`config.mk`:
```
export PLATFORM = sky130hd
export DESIGN_NAME = link_host_config_regs
export DESIGN_NICKNAME = d
export VERILOG_FILES = /design/src/design/link_host_pkg.sv /design/src/design/serial_rom_port.sv /design/src/design/compare_swap_unit.sv /design/src/design/link_host_config_regs.sv
export VERILOG_INCLUDE_DIRS = /design/src /design/src/design
export SDC_FILE = /design/constraint.sdc
export NUM_CORES = 1
export LEC_CHECK = 0
export BUFFER_PORTS_ARGS = -buffer_cell sky130_fd_sc_hd__buf_2
export CAP_MARGIN = 20
export CORE_MARGIN = 1
export CORE_UTILIZATION = 55
export CTS_BUF_LIST = sky130_fd_sc_hd__clkbuf_2 sky130_fd_sc_hd__clkbuf_4 sky130_fd_sc_hd__clkbuf_8
export CTS_CLUSTER_DIAMETER = 150
export DETAILED_ROUTE_END_ITERATION = 10
export PLACE_DENSITY = 0.84
export SYNTH_ARGS = -nofsm -noshare
export SYNTH_HDL_FRONTEND = slang
export SYNTH_SLANG_ARGS = --single-unit
```
`constraint.sdc`:
```
create_clock -name i_ref_clk -period 5.75 [get_ports i_ref_clk]
set_input_delay 1.15 -clock i_ref_clk [delete_from_list [all_inputs] [get_ports i_ref_clk]]
set_output_delay 1.15 -clock i_ref_clk [all_outputs]
set_load 0.02 [all_outputs]
```
`src/design/link_host_params.svh`:
```
`ifndef LINK_HOST_PARAMS_SVH
`define LINK_HOST_PARAMS_SVH

// ----------------------------------------------------------------------
// register offsets
// ----------------------------------------------------------------------
`define ADDR_W            8
`define OFS_VERSION       8'h00
`define OFS_ROM_ACCESS    8'h04
`define OFS_RETRY         8'h08
`define OFS_CS_DATA       8'h0C
`define OFS_CS_COMPARE    8'h10
`define OFS_CS_CONTROL    8'h14
`define OFS_ROM_HEADER    8'h18

// ----------------------------------------------------------------------
// field positions
// ----------------------------------------------------------------------
`define VER_PRESENT_BIT   24
`define VER_MAJOR_LSB     16
`define ROM_CLEAR_BIT     31
`define ROM_GO_BIT        25
`define ROM_BYTE_LSB      16
`define CS_DONE_BIT       31

// ----------------------------------------------------------------------
// reset values and constants
// ----------------------------------------------------------------------
`define MINI_ROM_RESET    8'h00
`define MINI_ROM_WORD     8'h28
`define MINI_ROM_LIMIT    8'h39
`define RETRY_RESET       12'h000
`define CS_DONE_RESET     1'b1
`define CS_SEL_RESET      2'h0
`define HEADER_RESET      32'h00000000
`define RESOURCE_RESET    32'hFFFFFFFF
`define BOOT_SETTLE       2'h3

`endif

```
`src/design/link_host_pkg.sv`:
```
package link_host_pkg;
    `include "link_host_params.svh"

    typedef enum logic [1:0] {BOOT_SETTLE, BOOT_FETCH, BOOT_RUN}
        boot_state_type;
    typedef enum logic [1:0] {PORT_IDLE, PORT_WAIT_ACK, PORT_RELEASE}
        port_state_type;
    typedef enum logic {CS_IDLE, CS_EXEC} cs_state_type;

    typedef struct packed {
        boot_state_type boot;
        logic [1:0]     settle;
        logic           present;
        logic [7:0]     mini;
        logic [7:0]     rom_addr;
        logic [7:0]     rom_byte;
        logic           go;
        logic           clr;
        logic           rom_start;
        logic [11:0]    retry;
        logic [31:0]    cs_data;
        logic [31:0]    cs_cmp;
        logic [1:0]     cs_sel;
        logic           cs_done;
        logic           cs_start;
        logic [31:0]    hdr;
        logic [31:0]    rdata;
        logic           rvalid;
    } regs_state_type;

    typedef struct packed {
        port_state_type st;
        logic           ack_s1;
        logic           ack_s2;
        logic           pres_s1;
        logic           pres_s2;
        logic [7:0]     data_s1;
        logic [7:0]     data_s2;
        logic           req;
        logic [7:0]     addr;
        logic [7:0]     data;
        logic           done;
    } port_state_type_s_type;

    typedef struct packed {
        cs_state_type    st;
        logic [1:0]      sel;
        logic [3:0][31:0] res;
        logic [31:0]     prior;
        logic            done;
    } swap_state_type;
endpackage

```
`src/design/serial_rom_port.sv`:
```
`timescale 1ns/1ps
`include "link_host_params.svh"

module serial_rom_port (
    input  wire logic       i_ref_clk,
    input  wire logic       i_rstn,
    input  wire logic       i_start,
    input  wire logic [7:0] i_addr,
    output logic            o_done,
    output logic [7:0]      o_data,
    output logic            o_present,
    output logic            o_rom_req,
    output logic [7:0]      o_rom_addr,
    input  wire logic       i_rom_ack,
    input  wire logic [7:0] i_rom_data,
    input  wire logic       i_rom_present
);
    link_host_pkg::port_state_type_s_type s_reg;
    link_host_pkg::port_state_type_s_type s_next;

    // ------------------------------------------------------------------
    // four-phase byte fetch, pins synchronised
    // ------------------------------------------------------------------
    always_comb begin
        s_next         = s_reg;
        s_next.ack_s1  = i_rom_ack;
        s_next.ack_s2  = s_reg.ack_s1;
        s_next.pres_s1 = i_rom_present;
        s_next.pres_s2 = s_reg.pres_s1;
        s_next.data_s1 = i_rom_data;
        s_next.data_s2 = s_reg.data_s1;
        s_next.done    = 1'b0;
        unique case (s_reg.st)
            link_host_pkg::PORT_IDLE: begin
                if (i_start) begin
                    s_next.req  = 1'b1;
                    s_next.addr = i_addr;
                    s_next.st   = link_host_pkg::PORT_WAIT_ACK;
                end
            end
            link_host_pkg::PORT_WAIT_ACK: begin
                if (s_reg.ack_s2) begin
                    s_next.data = s_reg.data_s2;
                    s_next.req  = 1'b0;
                    s_next.st   = link_host_pkg::PORT_RELEASE;
                end
            end
            link_host_pkg::PORT_RELEASE: begin
                if (!s_reg.ack_s2) begin
                    s_next.done = 1'b1;
                    s_next.st   = link_host_pkg::PORT_IDLE;
                end
            end
            default: s_next.st = link_host_pkg::PORT_IDLE;
        endcase
    end

    always_ff @(posedge i_ref_clk or negedge i_rstn) begin
        if (!i_rstn) begin
            s_reg <= '0;
        end else begin
            s_reg <= s_next;
        end
    end

    assign o_done     = s_reg.done;
    assign o_data     = s_reg.data;
    assign o_present  = s_reg.pres_s2;
    assign o_rom_req  = s_reg.req;
    assign o_rom_addr = s_reg.addr;
endmodule

```
`src/design/compare_swap_unit.sv`:
```
`timescale 1ns/1ps
`include "link_host_params.svh"

module compare_swap_unit (
    input  wire logic        i_ref_clk,
    input  wire logic        i_rstn,
    input  wire logic        i_start,
    input  wire logic [1:0]  i_sel,
    input  wire logic [31:0] i_compare,
    input  wire logic [31:0] i_swap,
    output logic             o_done,
    output logic [31:0]      o_prior
);
    link_host_pkg::swap_state_type s_reg;
    link_host_pkg::swap_state_type s_next;

    // ------------------------------------------------------------------
    // 00 manager id, 01 bandwidth, 10 channels hi, 11 channels lo
    // ------------------------------------------------------------------
    always_comb begin
        s_next      = s_reg;
        s_next.done = 1'b0;
        unique case (s_reg.st)
            link_host_pkg::CS_IDLE: begin
                if (i_start) begin
                    s_next.sel = i_sel;
                    s_next.st  = link_host_pkg::CS_EXEC;
                end
            end
            link_host_pkg::CS_EXEC: begin
                s_next.prior = s_reg.res[s_reg.sel];
                if (s_reg.res[s_reg.sel] == i_compare) begin
                    s_next.res[s_reg.sel] = i_swap;
                end
                s_next.done = 1'b1;
                s_next.st   = link_host_pkg::CS_IDLE;
            end
        endcase
    end

    always_ff @(posedge i_ref_clk or negedge i_rstn) begin
        if (!i_rstn) begin
            s_reg     <= '0;
            s_reg.res <= {4{`RESOURCE_RESET}};
        end else begin
            s_reg <= s_next;
        end
    end

    assign o_done  = s_reg.done;
    assign o_prior = s_reg.prior;
endmodule

```
`src/design/link_host_config_regs.sv`:
```
`timescale 1ns/1ps
`include "link_host_params.svh"

// Functional notes
// - version bit 24 shows an EEPROM; boot then loads its info.
// - version returns fixed major and minor fields, other bits zero except bit 24.
// - EEPROM access register acts only while the EEPROM flag is set.
// - address-clear zeroes the byte address then self-clears, no fetch.
// - read-go fetches the addressed byte, loads it, then self-clears.
// - mini-ROM offset resets to zero, loaded from EEPROM word 28h.
// - mini-ROM offset is valid only when above 39h.
// - dual-phase second and cycle limit fields read zero.
// - physical response retry count field, default zero.
// - async transmit response retry count field, default zero.
// - async transmit request retry count field, default zero.
// - compare-swap data holds the swap value, then the prior resource value on completion.
// - compare-swap compare holds the value checked against resource.
// - done sets on completion, clears on a control write unless completion lands in the same cycle.
// - select 00 manager id, 01 bandwidth, 10/11 channels hi/lo.
// - control resets with done set, reserved zero.
// - header register is the first configuration ROM quadlet.
// - hardware-reset bits return to defaults on any system reset.
// - zero retry register forces store-and-forward transmit.

module link_host_config_regs #(
    parameter logic [7:0] VERSION_MAJOR = 8'h0A, // arbitrary value
    parameter logic [7:0] VERSION_MINOR = 8'h05  // arbitrary value
) (
    input  wire logic        i_ref_clk,
    input  wire logic        i_rstn,
    input  wire logic        i_reg_wr,
    input  wire logic        i_reg_rd,
    input  wire logic [7:0]  i_reg_addr,
    input  wire logic [31:0] i_reg_wdata,
    output logic [31:0]      o_reg_rdata,
    output logic             o_reg_rvalid,
    input  wire logic        i_rom_present,
    output logic             o_rom_req,
    output logic [7:0]       o_rom_addr,
    input  wire logic        i_rom_ack,
    input  wire logic [7:0]  i_rom_data,
    output logic [3:0]       o_phys_response_retry_count,
    output logic [3:0]       o_async_response_retry_count,
    output logic [3:0]       o_async_request_retry_count,
    output logic             o_store_and_forward,
    output logic [7:0]       o_mini_rom_offset,
    output logic             o_mini_rom_valid,
    output logic [31:0]      o_rom_header,
    output logic             o_boot_done
);
    link_host_pkg::regs_state_type s_reg;
    link_host_pkg::regs_state_type s_next;

    logic        rom_done;
    logic [7:0]  rom_data;
    logic        rom_present_sync;
    logic [7:0]  rom_fetch_addr;
    logic        cs_done_pulse;
    logic [31:0] cs_prior;
    logic [31:0] rd_mux;

    // ------------------------------------------------------------------
    // submodules
    // ------------------------------------------------------------------
    assign rom_fetch_addr = (s_reg.boot == link_host_pkg::BOOT_RUN) ?
                            s_reg.rom_addr : `MINI_ROM_WORD;

    serial_rom_port u_rom (
        .i_ref_clk     (i_ref_clk),
        .i_rstn        (i_rstn),
        .i_start       (s_reg.rom_start),
        .i_addr        (rom_fetch_addr),
        .o_done        (rom_done),
        .o_data        (rom_data),
        .o_present     (rom_present_sync),
        .o_rom_req     (o_rom_req),
        .o_rom_addr    (o_rom_addr),
        .i_rom_ack     (i_rom_ack),
        .i_rom_data    (i_rom_data),
        .i_rom_present (i_rom_present)
    );

    compare_swap_unit u_swap (
        .i_ref_clk (i_ref_clk),
        .i_rstn    (i_rstn),
        .i_start   (s_reg.cs_start),
        .i_sel     (s_reg.cs_sel),
        .i_compare (s_reg.cs_cmp),
        .i_swap    (s_reg.cs_data),
        .o_done    (cs_done_pulse),
        .o_prior   (cs_prior)
    );

    // ------------------------------------------------------------------
    // read multiplexer
    // ------------------------------------------------------------------
    always_comb begin
        rd_mux = 32'h00000000;
        unique case (i_reg_addr)
            `OFS_VERSION: begin
                rd_mux[`VER_PRESENT_BIT] = s_reg.present;
                rd_mux[23:16] = VERSION_MAJOR;
                rd_mux[7:0]   = VERSION_MINOR;
            end
            `OFS_ROM_ACCESS: begin
                rd_mux[`ROM_CLEAR_BIT] = s_reg.clr;
                rd_mux[`ROM_GO_BIT]    = s_reg.go;
                rd_mux[23:16]          = s_reg.rom_byte;
                rd_mux[7:0]            = s_reg.mini;
            end
            // upper twenty bits stay zero
            `OFS_RETRY:      rd_mux[11:0] = s_reg.retry;
            `OFS_CS_DATA:    rd_mux = s_reg.cs_data;
            `OFS_CS_COMPARE: rd_mux = s_reg.cs_cmp;
            `OFS_CS_CONTROL: begin
                rd_mux[`CS_DONE_BIT] = s_reg.cs_done;
                rd_mux[1:0]          = s_reg.cs_sel;
            end
            `OFS_ROM_HEADER: rd_mux = s_reg.hdr;
            default:         rd_mux = 32'h00000000;
        endcase
    end

    // ------------------------------------------------------------------
    // next state
    // ------------------------------------------------------------------
    always_comb begin
        s_next           = s_reg;
        s_next.rom_start = 1'b0;
        s_next.cs_start  = 1'b0;
        s_next.rvalid    = i_reg_rd;
        if (i_reg_rd) begin
            s_next.rdata = rd_mux;
        end

        // boot: catch presence, fetch mini-ROM offset
        unique case (s_reg.boot)
            link_host_pkg::BOOT_SETTLE: begin
                if (s_reg.settle == `BOOT_SETTLE) begin
                    s_next.present = rom_present_sync;
                    if (rom_present_sync) begin
                        s_next.rom_start = 1'b1;
                        s_next.boot = link_host_pkg::BOOT_FETCH;
                    end else begin
                        s_next.boot = link_host_pkg::BOOT_RUN;
                    end
                end else begin
                    s_next.settle = s_reg.settle + 2'h1;
                end
            end
            link_host_pkg::BOOT_FETCH: begin
                if (rom_done) begin
                    s_next.mini = rom_data;
                    s_next.boot = link_host_pkg::BOOT_RUN;
                end
            end
            link_host_pkg::BOOT_RUN: begin
                if (s_reg.clr && !s_reg.go) begin
                    s_next.rom_addr = 8'h00;
                    s_next.clr      = 1'b0;
                end
                if (s_reg.go && rom_done) begin
                    s_next.rom_byte = rom_data;
                    s_next.go       = 1'b0;
                    s_next.rom_addr = s_reg.rom_addr + 8'h01;
                end
            end
            default: s_next.boot = link_host_pkg::BOOT_SETTLE;
        endcase

        if (i_reg_wr) begin
            unique case (i_reg_addr)
                `OFS_ROM_ACCESS: begin
                    if (s_reg.present &&
                        s_reg.boot == link_host_pkg::BOOT_RUN) begin
                        if (i_reg_wdata[`ROM_CLEAR_BIT]) begin
                            s_next.clr = 1'b1;
                        end
                        if (i_reg_wdata[`ROM_GO_BIT] && !s_reg.go) begin
                            s_next.go        = 1'b1;
                            s_next.rom_start = 1'b1;
                        end
                    end
                end
                `OFS_RETRY: begin
                    s_next.retry = i_reg_wdata[11:0];
                end
                `OFS_CS_DATA:    s_next.cs_data = i_reg_wdata;
                `OFS_CS_COMPARE: s_next.cs_cmp = i_reg_wdata;
                `OFS_CS_CONTROL: begin
                    s_next.cs_sel   = i_reg_wdata[1:0];
                    s_next.cs_done  = 1'b0;
                    s_next.cs_start = 1'b1;
                end
                `OFS_ROM_HEADER: s_next.hdr = i_reg_wdata;
                default: begin
                end
            endcase
        end

        // completion wins over a clearing write
        if (cs_done_pulse) begin
            s_next.cs_data = cs_prior;
            s_next.cs_done = 1'b1;
        end
    end

    // ------------------------------------------------------------------
    // state register
    // ------------------------------------------------------------------
    always_ff @(posedge i_ref_clk or negedge i_rstn) begin
        if (!i_rstn) begin
            s_reg         <= '0;
            s_reg.boot    <= link_host_pkg::BOOT_SETTLE;
            s_reg.mini    <= `MINI_ROM_RESET;
            s_reg.retry   <= `RETRY_RESET;
            s_reg.cs_done <= `CS_DONE_RESET;
            s_reg.cs_sel  <= `CS_SEL_RESET;
            s_reg.hdr     <= `HEADER_RESET;
        end else begin
            s_reg <= s_next;
        end
    end

    // ------------------------------------------------------------------
    // outputs
    // ------------------------------------------------------------------
    assign o_reg_rdata                  = s_reg.rdata;
    assign o_reg_rvalid                 = s_reg.rvalid;
    assign o_phys_response_retry_count  = s_reg.retry[11:8];
    assign o_async_response_retry_count = s_reg.retry[7:4];
    assign o_async_request_retry_count  = s_reg.retry[3:0];
    assign o_store_and_forward = (s_reg.retry == 12'h000);
    assign o_mini_rom_offset   = s_reg.mini;
    assign o_mini_rom_valid    = (s_reg.mini > `MINI_ROM_LIMIT);
    assign o_rom_header        = s_reg.hdr;
    assign o_boot_done = (s_reg.boot == link_host_pkg::BOOT_RUN);
endmodule

```
# Word-level counts from Yosys, hierarchy flattened
# Cells that the tools add are included.
[word_totals]
in_bits = 54
regBits = 381
output_inout_bits = 97
word_cells = 146
[op_classes]
add_sub_neg = 2
n_eq_ne = 17
bitwise = 3
n_mux = 51
reduce_logical = 33
order_cmp = 3
[ops]
columns = ["op", "count"]
rows = [
  ["32-bit 2-to-1 mux", 6],
  ["128-bit bitwise mux", 1],
  ["115-bit 2-to-1 mux", 1],
  ["32-bit binary-select mux with 2-bit select", 1],
  ["32-bit demux with 2-bit select", 1],
  ["8-bit case mux with 5 select lines", 1],
  ["6-bit case mux with 6 select lines", 1],
  ["32-bit equality test", 1],
  ["2-bit AND reduction", 15],
  ["8-bit by 5-bit equality test with 1-bit output (second input constant)", 3],
  ["17-bit 2-to-1 mux", 1],
  ["8-bit by 4-bit equality test with 1-bit output (second input constant)", 2],
  ["8-bit 2-to-1 mux", 2],
  ["4-bit case mux with 4 select lines", 1],
  ["5-bit case mux with 3 select lines", 1],
  ["2-bit 2-to-1 mux", 7],
  ["2-bit case mux with 7 select lines", 1],
  ["12-bit logical NOT", 1],
  ["1-bit 2-to-1 mux", 12],
  ["12-bit 2-to-1 mux", 1],
  ["2-bit case mux with 3 select lines", 2],
  ["4-bit case mux with 3 select lines", 1],
  ["2-bit nonzero test", 5],
  ["3-bit 2-to-1 mux", 3],
  ["21 further kinds", 38],
]

# Longest topological paths before layout
[depth]
word_depth = 10
ltp_mapped = 12
ltp_nobuf = 8

# By module
# Synthesis repeated with hierarchy kept, for this count alone.
[hier_totals]
hier_cells = 1432
area_unflattened_um2 = 18959.4
[by_module_without_submodules]
columns = ["module", "cells_each", "area_per_inst_um2", "seq_area_each_um2", "n_inst"]
rows = [
  ["link_host_config_regs", 826, 9106.2, 4430.5, 1],
  ["compare_swap_unit", 521, 8458.1, 4264.1, 1],
  ["serial_rom_port", 85, 1395.1, 1001.0, 1],
]

# Worst setup path after synthesis
# No wires, ideal clock.
[synth_timing]
kind = "reg2reg"
start = "register u_swap.s_reg[161] (netlist bit)"
end = "register u_swap.s_reg[100] (netlist bit)"
arrival_ns = 2.859
path_slack_ns = 2.809
synth_period_minus_slack_ns = 2.941
stages_incl_launch_ff = 12
required_time_ns = 5.668
cell_sequence = "dfrtp_1 -> buf_6 -> buf_6 -> buf_2 -> mux4_2 -> xnor2_1 -> nand4_1 -> nor4_2 -> and4_1 -> buf_6 -> buf_12 -> mux2_4"
[synth_between]
elab_chain_cells = 5
elab_cells_between_ends = 10
[synth_lines]
columns = ["element", "line", "rtl"]
rows = [
  ["from (decl)", "compare_swap_unit.sv:14", "link_host_pkg::swap_state_type s_reg;"],
  ["from (signal assigned)", "compare_swap_unit.sv:46", "s_reg <= s_next;"],
  ["2-bit by 3-bit less-than comparator with 1-bit output (implied by the code) / 2-bit by 1-bit greater-or-equal comparator with 1-bit output (equally long branches)", "compare_swap_unit.sv:33", "s_next.res[s_reg.sel] = i_swap;"],
  ["1-bit logical AND (implied by the code)", "compare_swap_unit.sv:33", ""],
  ["32-bit 2-to-1 mux (implied by the code)", "compare_swap_unit.sv:33", ""],
  ["32-bit demux with 2-bit select", "n/a", ""],
  ["128-bit bitwise mux", "compare_swap_unit.sv:33", ""],
]
# Several ways; a longest one is shown, not always the timed one. The select of a mux whose other input is x is not followed.
# A chain may end at the register's enable or synchronous reset.

# Worst setup path after layout
[layout_timing]
start = "register u_swap.s_reg[161] (netlist bit)"
end = "register u_swap.s_reg[65] (netlist bit)"
# Same word-level chain as after synthesis.

==> flow_metrics.env <==
export IMPL_crit_path_end_kind="flip-flop"
export IMPL_synth_edf_count=0
export IMPL_fin_skew_ns=0.03919
export IMPL_netlist_area_mm2=0.01788
export IMPL_required_ns=6.27
export IMPL_synth_seq_cells=381
export IMPL_synth_xor_area_share_pct=1.567
export IMPL_power_density_mw_per_mm2=313.2
export IMPL_clk_pin_slew_ns=0.07
export IMPL_async_reset_ff_share_pct=100.0
export IMPL_start_kind="flip-flop"
export IMPL_wl_mm=43.71
export IMPL_clk_latency_ns=0.62
export IMPL_rsz0062_at_grt="no"
export IMPL_cts_hold_buffers=0
export IMPL_clock_root_buffer="clkbuf_8"
export IMPL_dp_hpwl_mm=28.76
export IMPL_outcome="completed"
export IMPL_synthSimpleGateAreaFrac_pct=4.611
export IMPL_avgSynthCellArea_um2=13.72
export IMPL_timing_final_crit_share_pct=76.27
export IMPL_yosys_warnings=0
export IMPL_drive_above_1_share_pct=50.14
export IMPL_port_buffers=150
export IMPL_p_leak_uw=0.009020
export IMPL_path_max_fanout=23
export IMPL_grt_overflow_total=0
export IMPL_core_mm2=0.03180
export IMPL_placementRows=65
export IMPL_drt_iter0_markers=1078
export IMPL_synth_top_area_share_pct=35.26
export IMPL_irDropWorstVdd_v=0.0002718
export IMPL_power_total_uw=6125
export IMPL_synthDistinctLibCells=55
export IMPL_setup_violations=0
export IMPL_gp_congestion=0.8631
export IMPL_track_usage_pct=26.90
export IMPL_synthCells=1303
export IMPL_ys_flop_type="dfrtp_1"
export IMPL_fin_tns_setup_ns=0
export IMPL_cts_repair_resized=0
export IMPL_fmax_ghz=0.2280
export IMPL_critPathMaxStageDelay_ns=0.88
export IMPL_synth_compound_area_share_pct=6.500
export IMPL_synth_top_family_by_area="multiplexers"
export IMPL_start_util_pct=56.23
export IMPL_io_pins=151
export IMPL_finalNetCount=1429
export IMPL_period_needed_ns=4.385
export IMPL_avgViaCountPerCell=6.085
export IMPL_hp_class="reg -> reg"
export IMPL_n_antenna_cell=0
export IMPL_maxCapViolations=0
export IMPL_synth_top_cells_by_area="dfrtp_1 35%, dfstp_2 19%, mux2_4 10%, mux2_2 9.2%, buf_4 3.9%"
export IMPL_crit_chain="buf_4 -> mux2i_1 -> xor2_1 -> o22ai_1 -> or4_1 -> nor4_2 -> and4_2 -> buf_4 -> mux2_2"
export IMPL_htreeDepth=2
export IMPL_post_cts_buffers=0
export IMPL_synth_most_common_cell="dfrtp_1"
export IMPL_grt_max_degree=178
export IMPL_cpMaxStageDelayCell="dfrtp_2"
export IMPL_vias=11300
export IMPL_synth_nets=1359
export IMPL_worst_pin_slew_ns=1.101
export IMPL_synthAdderAreaFrac_pct=0.1399
export IMPL_clkSinkCount=381
export IMPL_synthToLayoutAreaGrowth_pct=9.369
export IMPL_synthMuxAreaShare_pct=25.78
export IMPL_worst_path_most_repeated_cell="buf_4"
export IMPL_largest_register_ffs=131
export IMPL_die_h_um=182.3
export IMPL_ant_nets=0
export IMPL_ys_top_cells_by_count="252 x dfrtp_1, 146 x mux2_2, 129 x dfstp_2, 119 x mux2_4, 92 x buf_4"
export IMPL_cp_arrival_ns=4.90
export IMPL_cts_buffers=59
export IMPL_hold_slack_ns=0.3470
export IMPL_die_w_um=182.3
export IMPL_synth_area_leader_cell="dfrtp_1"
export IMPL_hold_viol_final=0
export IMPL_antenna_found_initial=1
export IMPL_clock_path_buffers=3
export IMPL_dr_pass1_iters=5
export IMPL_first_global_vias=11940
export IMPL_drc_errors=0
export IMPL_die_area_mm2=0.03324
export IMPL_wl_per_cell_um=23.54
export IMPL_seq_area_frac_synth_pct=54.22
export IMPL_cts_tree="built"
export IMPL_grt_pass1_wl_mm=68.83
export IMPL_slew_violations=0
export IMPL_crit_type="reg -> reg"
export IMPL_slew_headroom_pct=26.00
==> cell type report <==
type / count / area (um^2)
Timing Repair Buffer: 172 / 963.4
Clock buffer: 102 / 1266
Multi-Input combinational cell: 730 / 6923
Fill cell: 2282 / 12240
Tap cell: 435 / 544.3
Clock inverter: 8 / 53.80
Sequential cell: 381 / 9698
Inverter: 29 / 108.9
==> power by group <==
group	switching, uW	leakage, uW	internal (uW)
registers	215	0.00458	2860
clock network	1060	0.000699	1380
logic	362	0.00374	245
total	1640	0.00902	4490
==> worst paths after layout <==
kind / startpoint / endpoint / slack (ns) / cells after the start
setup / recovery: u_swap.s_reg[161] / u_swap.s_reg[65] / 1.36 / 9
min in group asynchronous: i_rstn / s_reg[129] / 0.51 / 1
max in group asynchronous: i_rstn / o_reg_rdata[16] / 3.93 / 2
hold reg to reg: u_rom.s_next[20] / u_rom.s_reg[20] / 0.35 / 0
setup reg to reg: u_swap.s_reg[161] / u_swap.s_reg[65] / 1.36 / 9
hold / removal: u_rom.s_next[20] / u_rom.s_reg[20] / 0.35 / 0
==> layer usage <==
layer  global-route usage (%)  wire, um  part of all wire [%]
met5                        0        13                 0.030
met3                    6.186      3762                   8.6
met2                    42.71     20650                    47
met1                    35.62     17660                    40
met4                    11.60      1625                   3.7
==> worst max-delay path: cells and delay by family (launching register included) <==
kind,cells,cell delay [ns]
AOI/OAI and AO/OA,1,0.11
and+or+nand+nor,3,1.63
buffers and inverters,2,0.76
xor gates and xnor gates,1,0.19
DFF,1,0.88
muxes,2,0.69
==> through the flow <==
stage | setup WS [ns] | area (um^2) | util (%) | instances
2_1_floorplan | 2.809 | 17880 | - | 1303
3_3_place_gp | 1.600 | 18220 | 57.29 | 1746
3_5_place_dp | 1.477 | 18220 | 57.29 | 1746
4_1_cts | 1.411 | 19540 | 61.44 | 1856
5_1_grt | 1.189 | 19560 | 61.50 | 1857
6_report | 1.365 | 19560 | 61.50 | 1857
==> cell usage in the layout, fill, tap and decap left out, types with 5 or more instances in the layout <==
cell,synthesis,routed
mux2_2,146,146
buf_2,4,149
a21oi_1,19,19
xnor2_1,23,23
nor4_1,5,5
and3_1,6,6
a22o_1,6,6
clkbuf_4,0,22
nand2b_1,5,5
a21boi_0,14,14
dfrtp_1,252,250
xor2_1,9,9
a221oi_1,7,7
mux4_2,22,22
a31oi_1,5,5
nand4_1,6,6
inv_1,28,28
buf_4,92,19
clkbuf_8,0,80
mux2i_1,63,63
nor2b_1,8,8
nand2_1,74,73
o21ai_0,47,47
nor2_1,44,44
nand3_1,8,8
mux2_4,119,119
dfstp_2,129,129
o22ai_1,22,22
a222oi_1,28,28
==> logic make-up (layout without fill, tap and decap cells) <==
| logic type | after synthesis | after routing |
|---|---|---|
| AOI/OAI and AO/OA | 168 | 168 |
| DFF | 381 | 381 |
| buffers and inverters | 192 | 311 |
| xor gates and xnor gates | 32 | 32 |
| and+or+nand+nor | 176 | 176 |
| muxes | 352 | 352 |
| adders and majority gates | 2 | 2 |
Note: power is estimated with default switching activity, not from simulation.
